--- src/hw/dlr_pkg.sv ---
// constants and state type shared by the lut ram and the decode cell
package dlr_pkg;
  localparam int ADDR_W   = 5;
  localparam int DATA_W   = 4;
  localparam int WORDS    = 32;
  localparam int DBC_BITS = 10;
  localparam int DIR_W    = 3;
  // buffer group numbers inside the decode cell
  localparam int GRP_NIB_LO = 0;
  localparam int GRP_NIB_HI = 1;
  localparam int GRP_PAIR   = 2;
  // group mode bits: bit 2 is bits 3:0, bit 1 bits 7:4, bit 0 bits 9:8
  localparam logic [2:0] MODE_ALL_BUF = 3'h0;
  localparam logic [2:0] MODE_TWO     = 3'h1;
  localparam logic [2:0] MODE_FOUR    = 3'h3;
  localparam logic [2:0] MODE_ALL_DEC = 3'h7;
  // buffer direction codes per group
  localparam logic [2:0] DIR_L2R  = 3'h0;
  localparam logic [2:0] DIR_R2L  = 3'h1;
  localparam logic [2:0] DIR_C2L  = 3'h2;
  localparam logic [2:0] DIR_C2R  = 3'h3;
  localparam logic [2:0] DIR_C2LR = 3'h4;
  // reset values
  localparam logic RST_CLK_PREV = 1'b0;
  localparam logic RST_PENDING  = 1'b0;
  localparam logic [ADDR_W-1:0] RST_WADDR = 5'h00;
  localparam logic [DATA_W-1:0] RST_WDATA = 4'h0;
  localparam logic [DATA_W-1:0] RST_QNIB  = 4'h0;

  typedef struct packed {
    logic [WORDS-1:0][DATA_W-1:0] mem;
    logic                         clkPrev;
    logic [ADDR_W-1:0]            wAddr;
    logic [DATA_W-1:0]            wData;
    logic                         commitPending;
    logic [DATA_W-1:0]            qNib;
  } dlr_lu_state_t;
endpackage

--- src/hw/dlr_decode_buffer_cell.sv ---
// decode cell: ten two-way buffers and an and-or-invert decoder
`timescale 1ns/100ps
`default_nettype none
module dlr_decode_buffer_cell
  import dlr_pkg::*;
(
  input  wire logic [DBC_BITS-1:0] leftSideIn,
  input  wire logic [DBC_BITS-1:0] rightSideIn,
  input  wire logic [DBC_BITS-1:0] centralIn,
  input  wire logic                hizControl,
  input  wire logic [2:0]          groupDecoder,
  input  wire logic [3*DIR_W-1:0]  groupDir,
  input  wire logic [DBC_BITS-1:0] decInvert,
  input  wire logic                aoiUseOr,
  input  wire logic                aoiInvert,
  input  wire logic                aoiConst,
  input  wire logic [1:0]          nibHizInvert,
  input  wire logic [1:0]          nibHizDisable,
  input  wire logic [1:0]          nibUseAoi,
  input  wire logic                gateAoiWithHiz,
  output logic      [DBC_BITS-1:0] leftSideOut,
  output logic      [DBC_BITS-1:0] leftSideOutEn,
  output logic      [DBC_BITS-1:0] rightSideOut,
  output logic      [DBC_BITS-1:0] rightSideOutEn,
  output logic                     aoiOutput
);
  logic [DBC_BITS-1:0] term;
  logic [2:0]          grpAnd;
  logic [2:0]          grpDec;
  logic                gateOut;
  logic [1:0]          nibOn;
  logic [2:0]          grpOn;

  assign term = leftSideIn ^ decInvert;
  assign grpDec = {groupDecoder[0], groupDecoder[1], groupDecoder[2]};
  assign grpAnd[GRP_NIB_LO] = &term[3:0];
  assign grpAnd[GRP_NIB_HI] = &term[7:4];
  assign grpAnd[GRP_PAIR]   = &term[9:8];
  assign gateOut = aoiUseOr ? |(grpAnd & grpDec)
                            : &(grpAnd | ~grpDec);
  // constant source when all groups buffer
  assign aoiOutput = (grpDec == 3'h0) ? aoiConst : (gateOut ^ aoiInvert);

  // nibble enable from hiz or aoi output
  // aoi gated with the hiz input
  always_comb begin
    for (int n = 0; n < 2; n++) begin
      nibOn[n] = nibHizDisable[n] |
                 (nibHizInvert[n] ^
                  (nibUseAoi[n] ? (aoiOutput & (hizControl | ~gateAoiWithHiz))
                                : hizControl));
    end
  end

  assign grpOn = {1'b1, nibOn};

  genvar i;
  generate
    for (i = 0; i < DBC_BITS; i++) begin : g_buf
      localparam int G = (i < 4) ? GRP_NIB_LO :
                         ((i < 8) ? GRP_NIB_HI : GRP_PAIR);
      logic [DIR_W-1:0] dir;
      logic             on;
      assign dir = groupDir[G*DIR_W +: DIR_W];
      assign on = ~grpDec[G] & grpOn[G];
      assign rightSideOut[i] = (dir == DIR_L2R) ? leftSideIn[i] : centralIn[i];
      assign leftSideOut[i]  = (dir == DIR_R2L) ? rightSideIn[i] : centralIn[i];
      assign rightSideOutEn[i] = on & ((dir == DIR_L2R) | (dir == DIR_C2R) |
                                       (dir == DIR_C2LR));
      assign leftSideOutEn[i]  = on & ((dir == DIR_R2L) | (dir == DIR_C2L) |
                                       (dir == DIR_C2LR));
    end
  endgenerate
endmodule // dlr_decode_buffer_cell
`default_nettype wire

--- src/hw/dlr_logic_unit.sv ---
// logic unit in memory mode: 32x4 dual-port ram with its decode cell
//
// How it works
// - 32 words of 4 bits, separate ports
// - read data combinational and registered, even bits
// - write strobe plus two port enables, one clock
// - clock, strobe, enables polarity; enables disableable
// - capture on active edge, commit half cycle later
// - read port is asynchronous
// - initial contents; write disabled gives rom
// - decode cell decodes bank, gates read drivers
// - read enable floats read data bus
// - decode cell has ten buffers, three groups
// - buffers drive left, right or from centre
// - only nibble groups have three-state
// - one hiz input, per-nibble invert or disable
// - aoi output as constant in buffer mode
// - nibble and pair ands into and/or gate
// - eight modes, each group buffer or decoder
// - aoi gated with hiz enables buffers
//
// Design decisions made here: strobed register access and the register addresses.
`timescale 1ns/100ps
`default_nettype none
module dlr_logic_unit
  import dlr_pkg::*;
#(
  parameter int                          NUM_WORDS = WORDS,
  parameter int                          WORD_W    = DATA_W,
  parameter logic [WORDS*DATA_W-1:0]     INIT_CONTENT = '0
)
(
  input  wire logic                mclk,
  input  wire logic                rst,
  input  wire logic                pfuClk,
  input  wire logic [3:0]          lutInputBus,
  input  wire logic                fifthLutInput,
  input  wire logic                carryInPort,
  input  wire logic [7:0]          directDataIn,
  input  wire logic                writeStrobeInput,
  input  wire logic                secondPortEnable,
  input  wire logic                thirdPortEnable,
  input  wire logic                clkInvert,
  input  wire logic                strobeInvert,
  input  wire logic                secondEnInvert,
  input  wire logic                thirdEnInvert,
  input  wire logic                secondEnDisable,
  input  wire logic                thirdEnDisable,
  input  wire logic                writeDisable,
  input  wire logic [DBC_BITS-1:0] leftSideIn,
  input  wire logic [DBC_BITS-1:0] rightSideIn,
  input  wire logic                hizControl,
  input  wire logic [2:0]          groupDecoder,
  input  wire logic [3*DIR_W-1:0]  groupDir,
  input  wire logic [DBC_BITS-1:0] decInvert,
  input  wire logic                aoiUseOr,
  input  wire logic                aoiInvert,
  input  wire logic                aoiConst,
  input  wire logic [1:0]          nibHizInvert,
  input  wire logic [1:0]          nibHizDisable,
  input  wire logic [1:0]          nibUseAoi,
  input  wire logic                gateAoiWithHiz,
  output logic      [7:0]          result,
  output logic      [7:0]          registeredOut,
  output logic      [DBC_BITS-1:0] leftSideOut,
  output logic      [DBC_BITS-1:0] leftSideOutEn,
  output logic      [DBC_BITS-1:0] rightSideOut,
  output logic      [DBC_BITS-1:0] rightSideOutEn,
  output logic                     aoiOutput
);
  generate
    if (NUM_WORDS != WORDS || WORD_W != DATA_W) begin : g_bad_size
      $error("dlr_logic_unit supports only 32 words of 4 bits");
    end
  endgenerate

  dlr_lu_state_t st;
  dlr_lu_state_t next_st;

  logic [ADDR_W-1:0]   readAddr;
  logic [ADDR_W-1:0]   writeAddr;
  logic [DATA_W-1:0]   writeData;
  logic [DATA_W-1:0]   rdNib;
  logic                rise;
  logic                fall;
  logic                activeEdge;
  logic                oppEdge;
  logic                wrOk;
  logic [DBC_BITS-1:0] centralIn;

  assign readAddr[ADDR_W-1] = fifthLutInput;
  assign readAddr[3:0]      = lutInputBus;
  assign writeAddr[ADDR_W-1] = carryInPort;

  genvar b;
  generate
    for (b = 0; b < DATA_W; b++) begin : g_bits
      assign writeAddr[b]          = directDataIn[2*b+1];
      assign writeData[b]          = directDataIn[2*b];
      assign result[2*b]           = rdNib[b];
      assign result[2*b+1]         = 1'b0;
      assign registeredOut[2*b]    = st.qNib[b];
      assign registeredOut[2*b+1]  = 1'b0;
    end
  endgenerate

  assign rdNib = st.mem[readAddr];

  assign rise       = pfuClk & ~st.clkPrev;
  assign fall       = ~pfuClk & st.clkPrev;
  assign activeEdge = clkInvert ? fall : rise;
  assign oppEdge    = clkInvert ? rise : fall;

  // strobe and every enabled port enable
  assign wrOk = ~writeDisable &
                (writeStrobeInput ^ strobeInvert) &
                (secondEnDisable | (secondPortEnable ^ secondEnInvert)) &
                (thirdEnDisable | (thirdPortEnable ^ thirdEnInvert));

  always_comb begin
    next_st         = st;
    next_st.clkPrev = pfuClk;
    if (activeEdge) begin
      next_st.wAddr         = writeAddr;
      next_st.wData         = writeData;
      next_st.commitPending = wrOk;
      next_st.qNib          = rdNib;
    end
    if (oppEdge && st.commitPending) begin
      next_st.mem[st.wAddr] = st.wData;
      next_st.commitPending = 1'b0;
    end
  end

  // contents loaded from the init image
  always_ff @(posedge mclk or posedge rst) begin
    if (rst) begin
      st.mem           <= INIT_CONTENT;
      st.clkPrev       <= RST_CLK_PREV;
      st.wAddr         <= RST_WADDR;
      st.wData         <= RST_WDATA;
      st.commitPending <= RST_PENDING;
      st.qNib          <= RST_QNIB;
    end else begin
      st <= next_st;
    end
  end

  // central inputs: read data, registered data, pending flag and captured address msb
  assign centralIn = {st.wAddr[ADDR_W-1], st.commitPending, st.qNib, rdNib};

  // bank decode and read enable in the cell
  dlr_decode_buffer_cell u_cell (
    .leftSideIn     (leftSideIn),
    .rightSideIn    (rightSideIn),
    .centralIn      (centralIn),
    .hizControl     (hizControl),
    .groupDecoder   (groupDecoder),
    .groupDir       (groupDir),
    .decInvert      (decInvert),
    .aoiUseOr       (aoiUseOr),
    .aoiInvert      (aoiInvert),
    .aoiConst       (aoiConst),
    .nibHizInvert   (nibHizInvert),
    .nibHizDisable  (nibHizDisable),
    .nibUseAoi      (nibUseAoi),
    .gateAoiWithHiz (gateAoiWithHiz),
    .leftSideOut    (leftSideOut),
    .leftSideOutEn  (leftSideOutEn),
    .rightSideOut   (rightSideOut),
    .rightSideOutEn (rightSideOutEn),
    .aoiOutput      (aoiOutput)
  );

  // helper views of the decode cell for the checks below
  logic [DBC_BITS-1:0] decTerm;
  logic [2:0]          decAnd;
  logic [DATA_W-1:0]   rdEven;
  logic [DATA_W-1:0]   rqEven;
  assign decTerm = leftSideIn ^ decInvert;
  assign decAnd  = {&decTerm[9:8], &decTerm[7:4], &decTerm[3:0]};
  assign rdEven  = {result[6], result[4], result[2], result[0]};
  assign rqEven  = {registeredOut[6], registeredOut[4], registeredOut[2],
                    registeredOut[0]};
endmodule // dlr_logic_unit
`default_nettype wire

--- config.mk ---
export PLATFORM = sky130hd
export DESIGN_NAME = dlr_logic_unit
export DESIGN_NICKNAME = d
export VERILOG_FILES = /design/src/hw/dlr_pkg.sv /design/src/hw/dlr_decode_buffer_cell.sv /design/src/hw/dlr_logic_unit.sv
export SDC_FILE = /design/constraint.sdc
export NUM_CORES = 1
export LEC_CHECK = 0
export BUFFER_PORTS_ARGS = -buffer_cell sky130_fd_sc_hd__buf_2
export CAP_MARGIN = 20
export CORE_MARGIN = 2
export CORE_UTILIZATION = 40
export CTS_CLUSTER_SIZE = 20
export DETAILED_ROUTE_END_ITERATION = 6
export GPL_TIMING_DRIVEN = 0
export PLACE_DENSITY_LB_ADDON = 0.15
export SETUP_SLACK_MARGIN = 0.4
export SLEW_MARGIN = 20
export SYNTH_ARGS = -nofsm -noshare
export SYNTH_HDL_FRONTEND = slang
export SYNTH_SLANG_ARGS = --single-unit
--- constraint.sdc ---
create_clock -name mclk -period 5.7 [get_ports mclk]
set_input_delay 0.855 -clock mclk [delete_from_list [all_inputs] [get_ports mclk]]
set_output_delay 0.855 -clock mclk [all_outputs]
set_load 0.02 [all_outputs]
==> impl_metrics.py <==
metrics = {
    "status": {
        "outcome": "complete, no violations",
    },
    "clocking": {
        "clock_latency_ns": 0.42,
        "cts_root_buf": "clkbuf_16",
        "cts.clk_slew.worst_paths_ns": 0.05,
        "cts_buffer_depth": 2,
        "post_cts_resized": 0,
        "cts_buffers": 17,
        "post_cts_buffers": 0,
        "ctsHoldBuffers": 0,
        "cts.htree.levels": 4,
        "cts_tree": "yes",
        "cts_num_sinks": 143,
    },
    "pwr": {
        "power.density_nw_per_um2": 292,
        "p_total_uw": 2710,
        "share_seq_of_total_power_pct": 40.8,
        "p_sw_uw": 702,
        "p_clk_share_pct": 43.5,
        "swShare_pct": 25.9,
        "leakagePower_uw": 0.00468,
        "ir_drop_uv": 206,
        "power.internal_uw": 2010,
        "comb_power_share_pct": 15.6,
    },
    "die": {
        "rows": 50,
        "die_w_um": 142,
        "die_h_um": 142,
        "die-area_um2": 20300,
        "initial_core_util_pct": 40.8,
        "fp.coreArea_um2": 18800,
        "io_pins": 137,
    },
    "placed_design": {
        "portBuffers": 125,
        "dpl_cell_area_um2": 8630,
        "finalWeightedCongestion": 0.872,
        "place_ws_ns": 1.37,
        "place_hpwl_mm": 14.7,
    },
    "logic_synthesis": {
        "synth.most_common_cell": "mux2_2",
        "syn_area_um2": 7650,
        "syn_avg_cell_area_um2": 13.8,
        "synth-async-reset-ratio_pct": 100,
        "synth_edf_count": 0,
        "synth_ff_type": "dfrtp_1",
        "seq_area_frac_synth_pct": 46.8,
        "yosys.cell_types.count": 40,
        "synth_area_leaders": "dfrtp_1 (47%), mux2_2 (23%), mux4_2 (7.4%)",
        "yosys_warnings": 0,
        "ys_ff_latch": 143,
        "yosysTopAreaCellShare_pct": 46.8,
        "yosys-top-cells-count": "mux2_2 (156), dfrtp_1 (143), nor2_1 (40)",
        "postSynthCellCount": 554,
        "synth_top_area_cell": "dfrtp_1",
    },
    "global_routing": {
        "met3_usage_pct": 3.94,
        "grtUsageMet1_pct": 25.5,
        "antenna_found_initial": 0,
        "grt.busiest_layer": "met2",
        "grt_pass1_vias": 5333,
        "grt_pass1_wl_mm": 30.4,
        "overflow": 0,
        "grt.total_usage_pct": 20.3,
        "met2_usage_pct": 35.7,
        "grt_max_degree": 82,
    },
    "layout": {
        "syn_to_final_growth_pct": 21.1,
        "final_layout_size_suffix_gt1_share_pct": 54.2,
        "num-nets-final": 786,
        "n_antenna_cell": 0,
        "fin_area_um2": 9260,
    },
    "worst_setup_path": {
        "timing.rr.start": "st[14]",
        "crit_arrival_ns": 3.42,
        "rr_worst_depth": 6,
        "worst_path_max_delay_cell": "mux2i_1",
        "path_cells": "buf_2, xnor2_1, o41ai_1, nor3b_1, o41ai_1, o21ai_0, mux2i_1, buf_4, buf_2",
        "critPathMaxFanout": 4,
        "worstSetupPathType": "in -> out",
        "crit_required_ns": 4.85,
        "end_kind": "output port",
        "r2r_end": "st[26]",
        "startpoint": "leftSideIn[4]",
        "slowest_delay_ns": 0.54,
        "r2r_slack_ns": 3.21,
        "crit_path_start_kind": "input port",
    },
    "timing": {
        "post-route-period-util_pct": 75.0,
        "max_slew_margin_pct": 42.5,
        "skew_ns": 0.00769,
        "setup_violations": 0,
        "slew_violations": 0,
        "rsz0062_at_grt": "false",
        "layout_setup_ws_ns": 1.42,
        "finalHoldViolations": 0,
        "fin_crit_ns": 4.28,
        "tightest_slew_ns": 0.856,
        "timing.fmax_ghz": 0.234,
        "hold-worst-slack_ns": 0.477,
    },
    "detailed_routing": {
        "ant_nets": 0,
        "drc": 0,
        "wirelength_mm": 20.1,
        "dr.pass1.iters": 4,
        "drtIter0Drc": 288,
        "viasPerCell": 5.41,
        "vias": 5157,
        "wire_per_inst_um": 21.1,
    },
    "worst_hold_path": {
        "hold_class": "in -> async",
    },
    "job": {
        "cap_violations": 0,
    },
}
## cells by family after synthesis
group                  after synthesis  synth area share [%]
other                                1                0.0490
multiplexers                       209                  37.7
AO/OA/AOI/OAI                       22                  1.82
AND/OR/NAND/NOR                     94                  6.00
flip-flops                         143                  46.8
XOR/XNOR                            18                  2.06
buffers and inverters               67                  5.63
## per-stage QoR
| step | utilization (%) | cells | setup TNS, ns |
|---|---|---|---|
| 2_1_floorplan | - | 561 | 0 |
| 3_3_place_gp | 45.8 | 920 | -66.13 |
| 3_5_place_dp | 46.0 | 921 | 0 |
| 4_1_cts | 49.4 | 953 | 0 |
| 5_1_grt | 49.4 | 953 | 0 |
| 6_report | 49.4 | 953 | 0 |
## sequential cells by signal, indices dropped and copies added (netlist names)
signal     flops
centralIn      2
st           137
rqEven         4
## placed cells by master (no fill, tap or decap), types with 10 or more instances in the layout
cell type and n:
clkbuf_1 21, nor2_1 40, mux4_2 25, dfrtp_1 143
nand2_1 17, mux2_2 156, mux4_1 14, clkbuf_16 17
buf_2 128, xor2_1 10, buf_4 31
## layer usage
metal | wire [um] | part of all wire [%]
met1 | 8520 | 42
met5 | 0 | 0
met2 | 10100 | 50
met4 | 379 | 1.9
met3 | 1070 | 5.3
## worst max path at each step
stage                  endpoint  cells after the start
2_1_floorplan      centralIn[8]                      1
3_5_place_dp   leftSideOutEn[6]                      9
5_1_grt        leftSideOutEn[7]                      9
6_report       leftSideOutEn[5]                      9
4_1_cts        leftSideOutEn[6]                      9
3_3_place_gp             st[23]                      2
## layout make-up
class / instances / area (um^2)
multi-input cells: 351 / 3670
fillers: 1643 / 9510
inverters: 8 / 37.5
clock inverters: 11 / 161
plain buffers: 59 / 400
flip-flops and latches: 143 / 3580
clock buffers: 21 / 470
well taps: 234 / 293
repair buffers: 126 / 653
## worst max-delay path, delay by kind of cell
kind | cells | cell delay (ns)
buffers and inverters | 3 | 0.45
XOR/XNOR | 1 | 0.15
AND/OR/NAND/NOR | 1 | 0.34
AO/OA/AOI/OAI | 3 | 1.07
multiplexers | 1 | 0.54
## power by group through the flow
stage                     Sequential, uW  Combinational [uW]  Clock (uW)
after global routing                1110                 456        1250
after detailed placement            1120                 426           0
after global placement              1120                 415           0
after floorplan                     1110                 272           0
after CTS                           1100                 427        1200
final                               1110                 423        1180
(Power assumes the default switching activity.)
